==> src/core/adcc_pkg.sv <==
// constants, types and register map of the converter control block
package adcc_pkg;

  // ----------------------------------------------------------------
  // register indices (byte address is four times the index)
  // ----------------------------------------------------------------
  localparam logic [11:0] ADCC_IDX_CTRL_ZERO = 12'h0f70;
  localparam logic [11:0] ADCC_IDX_CTRL_STATUS_ONE = 12'h0f71;
  localparam logic [11:0] ADCC_IDX_RESULT_HIGH = 12'h0f72;
  localparam logic [11:0] ADCC_IDX_RESULT_LOW = 12'h0f73;
  localparam logic [11:0] ADCC_IDX_IRQ_STATUS = 12'h0f74;
  localparam logic [11:0] ADCC_IDX_IRQ_MASK = 12'h0f75;

  localparam int ADCC_ADDR_W = 16;
  localparam int ADCC_DATA_W = 32;
  localparam int ADCC_RESULT_W = 13;
  localparam int ADCC_HIGH_W = 8;
  localparam int ADCC_LOW_W = ADCC_RESULT_W - ADCC_HIGH_W;

  // ----------------------------------------------------------------
  // control/status one field layout
  // ----------------------------------------------------------------
  localparam int ADCC_C1_REF_HI = 7;
  localparam int ADCC_C1_THR_HI_EN = 6;
  localparam int ADCC_C1_THR_LO_EN = 5;
  localparam int ADCC_C1_THR_HI_ST = 4;
  localparam int ADCC_C1_THR_LO_ST = 3;
  localparam int ADCC_C1_MODE_MSB = 2;
  localparam logic [7:0] ADCC_C1_RESET = 8'h0080;
  localparam logic [7:0] ADCC_C1_WR_MASK = 8'h00e7;

  // control zero field layout
  localparam int ADCC_C0_REF_LO = 0;
  localparam logic [7:0] ADCC_C0_RESET = 8'h0000;

  // low bits sit left-aligned in their byte
  localparam int ADCC_LOW_SHIFT = 3;

  // interrupt status / mask bit positions
  localparam int ADCC_IRQ_N = 3;
  localparam int ADCC_IRQ_DONE = 0;
  localparam int ADCC_IRQ_THR_HI = 1;
  localparam int ADCC_IRQ_THR_LO = 2;
  localparam logic [ADCC_IRQ_N-1:0] ADCC_IRQ_RESET = 3'h0;

  localparam logic [ADCC_DATA_W-1:0] ADCC_RD_ZERO = 32'h0000_0000;

  // ----------------------------------------------------------------
  // encodings
  // ----------------------------------------------------------------
  typedef enum logic [1:0] {
    ADCC_REF_EXTERNAL = 2'h0,
    ADCC_REF_1V0 = 2'h1,
    ADCC_REF_2V0 = 2'h2,
    ADCC_REF_RESERVED = 2'h3
  } adcc_ref_e;

  typedef enum logic [2:0] {
    ADCC_BUF_SE_RAW = 3'h0,
    ADCC_BUF_SE_UNITY = 3'h1,
    ADCC_BUF_DIFF_RAW = 3'h4,
    ADCC_BUF_DIFF_UNITY = 3'h5
  } adcc_buf_e;

  // ----------------------------------------------------------------
  // carriers
  // ----------------------------------------------------------------
  typedef struct packed {
    logic [ADCC_RESULT_W-1:0] result;
    logic done;
    logic busy;
    logic thr_hi;
    logic thr_lo;
  } adcc_conv_s;

  typedef struct packed {
    adcc_ref_e ref_code;
    logic ref_internal_en;
    logic [2:0] input_buffer_mode;
    logic differential;
    logic unity_gain;
    logic mode_reserved;
    logic ref_reserved;
  } adcc_afe_s;

endpackage

==> src/core/adcc_ctrl.sv <==
// converter control/status and result access registers on apb
`timescale 1ns/100ps
module adcc_ctrl
  import adcc_pkg::*;
(
  input wire logic pclk,
  input wire logic presetn,
  input wire logic psel,
  input wire logic penable,
  input wire logic pwrite,
  input wire logic [adcc_pkg::ADCC_ADDR_W-1:0] paddr,
  input wire logic [adcc_pkg::ADCC_DATA_W-1:0] pwdata,
  input wire logic [3:0] pstrb,
  output logic [adcc_pkg::ADCC_DATA_W-1:0] prdata,
  output logic pready,
  output logic pslverr,
  input wire adcc_pkg::adcc_conv_s conv_in,
  output adcc_pkg::adcc_afe_s afe_cfg,
  output logic result_valid,
  output logic irq
);
  import adcc_pkg::*;

  // ----------------------------------------------------------------
  // bus decode
  // ----------------------------------------------------------------
  logic [11:0] reg_index;
  logic aligned;
  logic hit_c0;
  logic hit_c1;
  logic hit_hi;
  logic hit_lo;
  logic hit_ist;
  logic hit_imk;
  logic mapped;
  logic setup;
  logic access;
  logic wr_access;
  logic rd_access;
  logic lane0;

  assign reg_index = paddr[13:2];
  assign aligned = (paddr[1:0] == 2'h0) && (paddr[15:14] == 2'h0);
  assign setup = psel && !penable;
  assign access = psel && penable;
  assign wr_access = access && pwrite && mapped;
  assign rd_access = access && !pwrite && mapped;
  // only the low byte lane carries register data
  assign lane0 = pstrb[0];

  always_comb
  begin
    hit_c0 = 1'b0;
    hit_c1 = 1'b0;
    hit_hi = 1'b0;
    hit_lo = 1'b0;
    hit_ist = 1'b0;
    hit_imk = 1'b0;
    if (!aligned)
    begin
      hit_c0 = 1'b0;
    end
    else if (reg_index == ADCC_IDX_CTRL_ZERO)
    begin
      hit_c0 = 1'b1;
    end
    else if (reg_index == ADCC_IDX_CTRL_STATUS_ONE)
    begin
      hit_c1 = 1'b1;
    end
    else if (reg_index == ADCC_IDX_RESULT_HIGH)
    begin
      hit_hi = 1'b1;
    end
    else if (reg_index == ADCC_IDX_RESULT_LOW)
    begin
      hit_lo = 1'b1;
    end
    else if (reg_index == ADCC_IDX_IRQ_STATUS)
    begin
      hit_ist = 1'b1;
    end
    else if (reg_index == ADCC_IDX_IRQ_MASK)
    begin
      hit_imk = 1'b1;
    end
  end

  assign mapped = hit_c0 || hit_c1 || hit_hi || hit_lo || hit_ist || hit_imk;

  // one wait-free access phase; unmapped addresses answer with an error
  assign pready = access;
  assign pslverr = access && !mapped;

  // ----------------------------------------------------------------
  // control registers
  // ----------------------------------------------------------------
  logic [7:0] ctrl_zero;
  logic [7:0] ctrl_one;

  always_ff @(posedge pclk or negedge presetn)
  begin
    if (!presetn)
    begin
      ctrl_zero <= ADCC_C0_RESET;
    end
    else if (wr_access && hit_c0 && lane0)
    begin
      ctrl_zero <= {7'h00, pwdata[ADCC_C0_REF_LO]};
    end
  end

  // status bits 4:3 are not stored here; they read live from the triggers
  always_ff @(posedge pclk or negedge presetn)
  begin
    if (!presetn)
    begin
      ctrl_one <= ADCC_C1_RESET;
    end
    else if (wr_access && hit_c1 && lane0)
    begin
      ctrl_one <= pwdata[7:0] & ADCC_C1_WR_MASK;
    end
  end

  // ----------------------------------------------------------------
  // analog configuration decode
  // ----------------------------------------------------------------
  logic [1:0] ref_bits;
  logic [2:0] mode_bits;

  // the comparator has its own reference path; nothing here touches it
  assign ref_bits = {ctrl_one[ADCC_C1_REF_HI], ctrl_zero[ADCC_C0_REF_LO]};
  assign mode_bits = ctrl_one[ADCC_C1_MODE_MSB:0];

  always_comb
  begin
    afe_cfg = '0;
    afe_cfg.ref_code = adcc_ref_e'(ref_bits);
    afe_cfg.input_buffer_mode = mode_bits;
    case (adcc_ref_e'(ref_bits))
      ADCC_REF_EXTERNAL: afe_cfg.ref_internal_en = 1'b0;
      ADCC_REF_1V0: afe_cfg.ref_internal_en = 1'b1;
      ADCC_REF_2V0: afe_cfg.ref_internal_en = 1'b1;
      default:
      begin
        // reserved code: keep the internal reference off rather than guess a level
        afe_cfg.ref_internal_en = 1'b0;
        afe_cfg.ref_reserved = 1'b1;
      end
    endcase
    case (mode_bits)
      ADCC_BUF_SE_RAW: afe_cfg.mode_reserved = 1'b0;
      ADCC_BUF_SE_UNITY: afe_cfg.unity_gain = 1'b1;
      ADCC_BUF_DIFF_RAW: afe_cfg.differential = 1'b1;
      ADCC_BUF_DIFF_UNITY:
      begin
        afe_cfg.differential = 1'b1;
        afe_cfg.unity_gain = 1'b1;
      end
      default: afe_cfg.mode_reserved = 1'b1;
    endcase
  end

  // ----------------------------------------------------------------
  // conversion result
  // ----------------------------------------------------------------
  logic [ADCC_RESULT_W-1:0] result;
  logic [ADCC_LOW_W-1:0] low_latch;
  logic have_result;

  // only the converter writes the result; bus writes never reach it
  always_ff @(posedge pclk or negedge presetn)
  begin
    if (!presetn)
    begin
      result <= '0;
    end
    else if (conv_in.done)
    begin
      result <= conv_in.result;
    end
  end

  always_ff @(posedge pclk or negedge presetn)
  begin
    if (!presetn)
    begin
      have_result <= 1'b0;
    end
    else if (conv_in.done)
    begin
      have_result <= 1'b1;
    end
  end

  // the low five bits are frozen on the high read so a later result cannot tear the pair
  always_ff @(posedge pclk or negedge presetn)
  begin
    if (!presetn)
    begin
      low_latch <= '0;
    end
    else if (rd_access && hit_hi)
    begin
      low_latch <= result[ADCC_LOW_W-1:0];
    end
  end

  assign result_valid = have_result && !conv_in.busy;

  // ----------------------------------------------------------------
  // interrupt status and mask
  // ----------------------------------------------------------------
  logic thr_hi_d;
  logic thr_lo_d;
  logic [ADCC_IRQ_N-1:0] irq_event;
  logic [ADCC_IRQ_N-1:0] irq_status;
  logic [ADCC_IRQ_N-1:0] irq_mask;
  logic [ADCC_IRQ_N-1:0] w1c;

  always_ff @(posedge pclk or negedge presetn)
  begin
    if (!presetn)
    begin
      thr_hi_d <= 1'b0;
      thr_lo_d <= 1'b0;
    end
    else
    begin
      thr_hi_d <= conv_in.thr_hi;
      thr_lo_d <= conv_in.thr_lo;
    end
  end

  // threshold events are rising edges, gated by the enables
  assign irq_event[ADCC_IRQ_DONE] = conv_in.done;
  assign irq_event[ADCC_IRQ_THR_HI] = conv_in.thr_hi && !thr_hi_d
                                      && ctrl_one[ADCC_C1_THR_HI_EN];
  assign irq_event[ADCC_IRQ_THR_LO] = conv_in.thr_lo && !thr_lo_d
                                      && ctrl_one[ADCC_C1_THR_LO_EN];
  assign w1c = (wr_access && hit_ist && lane0) ? pwdata[ADCC_IRQ_N-1:0] : '0;

  genvar gi;
  generate
    for (gi = 0; gi < ADCC_IRQ_N; gi++)
    begin : g_irq
      // a new event beats a clear in the same cycle
      always_ff @(posedge pclk or negedge presetn)
      begin
        if (!presetn)
        begin
          irq_status[gi] <= ADCC_IRQ_RESET[gi];
        end
        else if (irq_event[gi])
        begin
          irq_status[gi] <= 1'b1;
        end
        else if (w1c[gi])
        begin
          irq_status[gi] <= 1'b0;
        end
      end
    end
  endgenerate

  always_ff @(posedge pclk or negedge presetn)
  begin
    if (!presetn)
    begin
      irq_mask <= ADCC_IRQ_RESET;
    end
    else if (wr_access && hit_imk && lane0)
    begin
      irq_mask <= pwdata[ADCC_IRQ_N-1:0];
    end
  end

  assign irq = |(irq_status & irq_mask);

  // ----------------------------------------------------------------
  // read data, captured in the setup cycle
  // ----------------------------------------------------------------
  logic [7:0] ctrl_one_view;
  logic [ADCC_DATA_W-1:0] next_prdata;

  always_comb
  begin
    ctrl_one_view = ctrl_one;
    ctrl_one_view[ADCC_C1_THR_HI_ST] = conv_in.thr_hi;
    ctrl_one_view[ADCC_C1_THR_LO_ST] = conv_in.thr_lo;
  end

  always_comb
  begin
    next_prdata = ADCC_RD_ZERO;
    if (hit_c0)
    begin
      next_prdata[7:0] = ctrl_zero;
    end
    else if (hit_c1)
    begin
      next_prdata[7:0] = ctrl_one_view;
    end
    else if (hit_hi)
    begin
      next_prdata[7:0] = result[ADCC_RESULT_W-1:ADCC_LOW_W];
    end
    else if (hit_lo)
    begin
      next_prdata[7:ADCC_LOW_SHIFT] = low_latch;
    end
    else if (hit_ist)
    begin
      next_prdata[ADCC_IRQ_N-1:0] = irq_status;
    end
    else if (hit_imk)
    begin
      next_prdata[ADCC_IRQ_N-1:0] = irq_mask;
    end
  end

  always_ff @(posedge pclk or negedge presetn)
  begin
    if (!presetn)
    begin
      prdata <= ADCC_RD_ZERO;
    end
    else if (setup && !pwrite)
    begin
      prdata <= next_prdata;
    end
  end

endmodule

==> config.mk <==
export PLATFORM = sky130hd
export DESIGN_NAME = adcc_ctrl
export DESIGN_NICKNAME = d
export VERILOG_FILES = /design/src/core/adcc_pkg.sv /design/src/core/adcc_ctrl.sv
export SDC_FILE = /design/constraint.sdc
export NUM_CORES = 1
export LEC_CHECK = 0
export ABC_CLOCK_PERIOD_IN_PS = 3200
export BUFFER_PORTS_ARGS = -buffer_cell sky130_fd_sc_hd__clkbuf_2
export CELL_PAD_IN_SITES_DETAIL_PLACEMENT = 2
export CELL_PAD_IN_SITES_GLOBAL_PLACEMENT = 2
export CORE_MARGIN = 4
export CORE_UTILIZATION = 29
export CTS_BUF_LIST = sky130_fd_sc_hd__clkbuf_2 sky130_fd_sc_hd__clkbuf_4 sky130_fd_sc_hd__clkbuf_8
export CTS_CLUSTER_DIAMETER = 200
export DETAILED_ROUTE_END_ITERATION = 10
export PLACE_DENSITY = 0.95
export SYNTH_ARGS = -nofsm -noshare
export SYNTH_HDL_FRONTEND = slang
export SYNTH_SLANG_ARGS = --single-unit
==> constraint.sdc <==
create_clock -name pclk -period 3.2 [get_ports pclk]
set_input_delay 0.16 -clock pclk [delete_from_list [all_inputs] [get_ports pclk]]
set_output_delay 0.16 -clock pclk [all_outputs]
set_load 0.01 [all_outputs]
Yosys cells after proc, flatten, opt, wreduce, memory -nomap -nowiden
Index checks and enable logic that the tools add are counted.
W data, S select, Z words.
{"block": "op_classes", "reduce_logical": 47, "n_mux": 46, "bitwise": 1, "eq_ne": 11}
{"operator": "$eq A12 B12 Y1 const B", "n": 6}
{"operator": "$mux W1", "n": 38}
{"operator": "$mux W8", "n": 3}
{"operator": "$logic_and A1 B1 Y1", "n": 23}
{"operator": "$mux W3", "n": 4}
{"operator": "$eq A3 B3 Y1 const B", "n": 2}
{"operator": "$logic_not A1 Y1", "n": 6}
{"operator": "$logic_not A2 Y1", "n": 3}
{"operator": "$reduce_bool A2 Y1", "n": 3}
{"operator": "$reduce_or A2 Y1", "n": 3}
{"operator": "$reduce_or A3 Y1", "n": 2}
{"operator": "$logic_or A1 B1 Y1", "n": 5}
{"operator": "$mux W5", "n": 1}
{"operator": "$reduce_or A4 Y1", "n": 1}
{"operator": "$and A3 B3 Y3", "n": 1}
{"operator": "$eq A3 B1 Y1 const B", "n": 1}
{"operator": "$logic_not A3 Y1", "n": 1}
{"operator": "$eq A2 B1 Y1 const B", "n": 1}
{"operator": "$eq A2 B2 Y1 const B", "n": 1}
{"block": "word_totals", "register_bits": 42, "in_bits": 74, "elab_cells": 117}

Logic depth before layout (Yosys ltp)
{"block": "logic_depth", "depth_word": 15, "depth_mapped": 6, "mapped_depth_nobuf": 4}

Worst setup path before layout
OpenSTA, ideal clock, no wires.
{"block": "synth_timing", "path_kind": "input to register", "start": "input port paddr[1] in the netlist's numbering", "end": "register ctrl_one[0]", "path_slack_ps": 1425, "setup_ps": 125, "cell_stages": 5, "arrival_ps": 1650, "required_ps": 3075, "path_cell_list": "or4_4 > nor3_1 > and4_1 > buf_2 > mux2_2"}
{"block": "synth_via", "elab_chain_len": 11}
{"element": "start, declared", "line_no": "adcc_ctrl.sv:11", "text": "input wire logic [adcc_pkg::ADCC_ADDR_W-1:0] paddr,"}
{"element": "$logic_not A2 Y1 (*)", "line_no": "adcc_ctrl.sv:43", "text": "assign aligned = (paddr[1:0] == 2'h0) && (paddr[15:14] == 2'h0);"}
{"element": "$logic_and A1 B1 Y1 (*)", "line_no": "adcc_ctrl.sv:43"}
{"element": "$mux W1", "line_no": "adcc_ctrl.sv:59", "text": "if (!aligned)"}
{"element": "$logic_or A1 B1 Y1 (5 in a row)", "line_no": "adcc_ctrl.sv:89", "text": "assign mapped = hit_c0 || hit_c1 || hit_hi || hit_lo || hit_ist || hit_imk;"}
{"element": "$logic_and A1 B1 Y1", "line_no": "adcc_ctrl.sv:46", "text": "assign wr_access = access && pwrite && mapped;"}
{"element": "$logic_and A1 B1 Y1 (*) (2 in a row)", "line_no": "adcc_ctrl.sv:120", "text": "else if (wr_access && hit_c1 && lane0)"}
{"element": "end signal, assigned", "line_no": "adcc_ctrl.sv:122", "text": "ctrl_one <= pwdata[7:0] & ADCC_C1_WR_MASK;"}
{"element": "end, declared", "line_no": "adcc_ctrl.sv:99", "text": "logic [7:0] ctrl_one;"}
Every way passes the cells marked *; elsewhere a longest branch is shown, timed or not.
A chain may end at the register's enable or synchronous reset.

Worst setup path after layout
Ends and elaborated chain as after synthesis.

==> flow_summary.toml <==
[sta]
hold_viol = 0
max_clock_freq_mhz = 530
setup_violations = 0
layout_min_cycle_time_ns = 1.89
holdWs_ns = 0.0337
skew_ns = 0.00646
setup_ws_ns = 1.31
worstMarginPinSlew_ns = 1.05
max-slew-margin-rel_pct = 29.8
period_share_pct = 58.9
rsz0062_at_grt = "no"
slew_violations = 0
fin_setup_tns_ns = 0

[yosys]
synth-compound-area-share_pct = 8.90
synth-xor-area-share_pct = 0
synth-edff-count = 0
synth_warnings = 0
synth_area_um2 = 2190
ys_seq_area_share_pct = 48.0
synth_cell_types = 34
yosysTopAreaCell = "dfrtp_1"
synth_top_area_share_pct = 46.8
yosys.area_share.simple_pct = 13.1
async_flop_share_pct = 100
avgSynthCellArea_um2 = 11.2
synth_flop_cell = "dfrtp_1"
synth_cells = 195
synth_fa_ha_area_share_pct = 0.571
synth.area.mux_share_pct = 17.4
synth_area_leaders = "dfrtp_1 (47%), mux2_2 (17%), buf_4 (9.6%)"
synth_seq_cells = 42
synth_top_family_by_area = "multiplexers"

[floorplanning]
die_h_um = 94.9
ioPinCount = 120
row_count = 31
die_w_um = 94.9
core_um2 = 7290
die_area_um2 = 9010
start_util_pct = 30.1

[detailed_routing]
ant_nets = 0
avgRoutedWirePerCell_um = 17.5
routed_wl_um = 6230
firstDrtPassIters = 5
via_count = 1659
drcViolationCount = 0
viasPerCell = 4.67
first_iter_violations = 74

[placed_design]
dpl.hpwl_um = 4830
portBuffers = 66
numPlacedInstances = 345
pre_cts_ws_ns = 1.02
finalWeightedCongestion = 0.830

[pwr]
peakVddDrop_mv = 0.172
power.density_nw_per_um2 = 427
cellLeakagePower_nw = 1.29

[grt]
grt_usage_pct = 14.6
grt_pass1_wl_um = 10100
grt_max_degree = 43
antenna_found_initial = 0
gr-total-overflow = 0
grt_pass1_vias = 1910

[critical_path]
cp_cell_sequence = "clkbuf_2 > or4_4 > nor3_1 > and4_1 > mux2_2"
cp_data_arrival_time_ns = 2.07
startpoint_type = "input port"
endpoint_kind = "flop"
critPathSlowestCell = "or4_4"
worstPathRequired_ns = 3.39
crit_type = "in2reg"
critical_path.max_fanout = 6
slowest_delay_ns = 0.56

[cts]
clk_latency_ns = 0.30
clk_pin_slew_ns = 0.08
cts_buffers = 5
cts_buffer_depth = 2
clock-sinks = 42
h-tree-depth = 2
cts_tree = "done"
ctsRootBufferMaster = "clkbuf_8"
ctsResizeCount = 0

[cells_and_area]
syn_to_final_growth_pct = 19.4
drive_gt1_share_pct = 43.8
finish.net_count = 330
filler_cell_count = 844
diodes = 0
instances_no_fill = 355

[hold_path]
hp-class = "in2async"

[status]
status = "completed"

[flow_run]
drv_cap = 0
## stage by stage
| stage | utilization (%) | power (mW) | area (um^2) |
|---|---|---|---|
| detailed placement | 34.1 | 0.687 | 2480 |
| global route | 35.9 | 1.17 | 2620 |
| finish | 35.9 | 1.12 | 2620 |
| CTS | 35.9 | 1.13 | 2620 |
| global placement | 34.1 | 0.680 | 2480 |
| floorplan | - | 0.651 | 2280 |
## cell usage after synthesis (all sizes together), types with 2 or more instances
cell type / count
nand4: 5
a31oi: 2
nor2: 7
a22oi: 5
nor3: 3
nor2b: 4
inv: 3
nand2: 18
mux2: 33
nand2b: 2
o2bb2ai: 2
o31ai: 7
dfrtp: 41
nand4b: 3
nor4: 2
a21oi: 5
buf: 29
a32o: 2
and4: 2
clkbuf: 9
## sequential cells by signal (all words and copies together) (netlist names)
name,flops
prdata,8
irq_mask,3
thr_hi_d,1
ctrl_zero,1
thr_lo_d,1
low_latch,5
ctrl_one,6
irq_status,3
result,13
have_result,1
## power by group
part           internal [mW]  switching, mW
clock                  0.242          0.197
combinational         0.0496         0.0713
sequential             0.548        0.00921
## layout make-up
cell class,count,area [um^2],area share [%]
clock buffer,6,76.3,2.92
clock inverter,2,37.5,1.43
inverter,3,11.3,0.430
multi-input combinational,135,966,36.9
sequential,42,1050,40.2
tap,99,124,4.73
timing repair buffer,68,350,13.4
## layer usage
layer | wire length, um | vias up | global-route usage, % | part of all wire (%)
li1 | - | 761 | - | -
met1 | 2680 | 841 | 18.1 | 43
met2 | 3190 | 52 | 25.5 | 51
met3 | 310 | 5 | 3.43 | 5.0
met4 | 50 | 0 | 3.49 | 0.80
met5 | 0 | - | 0 | 0
## placed cells by master, fill, tap and decap left out, drive strengths merged, types with 2 or more instances in the layout
cell type / instances
clkbuf: 72
nor3: 3
conb: 24
o2bb2ai: 2
nand2: 18
nor2: 7
nor4: 2
a22oi: 5
nor2b: 4
a31oi: 2
a21oi: 5
mux2: 33
nand4b: 3
o31ai: 7
dfrtp: 41
and4: 2
a32o: 2
nand2b: 2
nand4: 5
inv: 3
dlygate4sd3: 2
## path summary, 6_finish.rpt
check | endpoint | from | slack, ns | cells after the start
worst max-delay path | ctrl_one[0] | paddr[1] | 1.31 | 5
worst min-delay path | ctrl_zero[0] | presetn | 0.03 | 1
worst max register to register | prdata[6] | result[11] | 2.05 | 3
worst min register to register | irq_status[1] | thr_hi_d | 0.42 | 1
max in group asynchronous | result[2] | presetn | 2.52 | 1
min in group pclk | result[12] | conv_in[16] | 0.09 | 2
## cells by family (layout without fill, tap and decap cells)
| family | count (synthesis) | count (layout) |
|---|---|---|
| and+or+nand+nor | 49 | 49 |
| AOI/OAI and AO/OA | 27 | 27 |
| DFF | 42 | 42 |
| adders and majority gates | 1 | 1 |
| other | 1 | 24 |
| buffers and inverters | 41 | 79 |
| muxes | 34 | 34 |
## critical path: cells and delay by family
family,cells,cell delay [ns]
muxes,1,0.38
buffers and inverters,1,0.09
and+or+nand+nor,3,1.44
## what timing repair did
| action | 4_1_cts | 5_1_grt |
|---|---|---|
| setup buffers | 0 | 0 |
| hold buffers | 2 | 0 |
| endpoints found under the hold margin | 2 | 0 |
(Power assumes the default switching activity.)
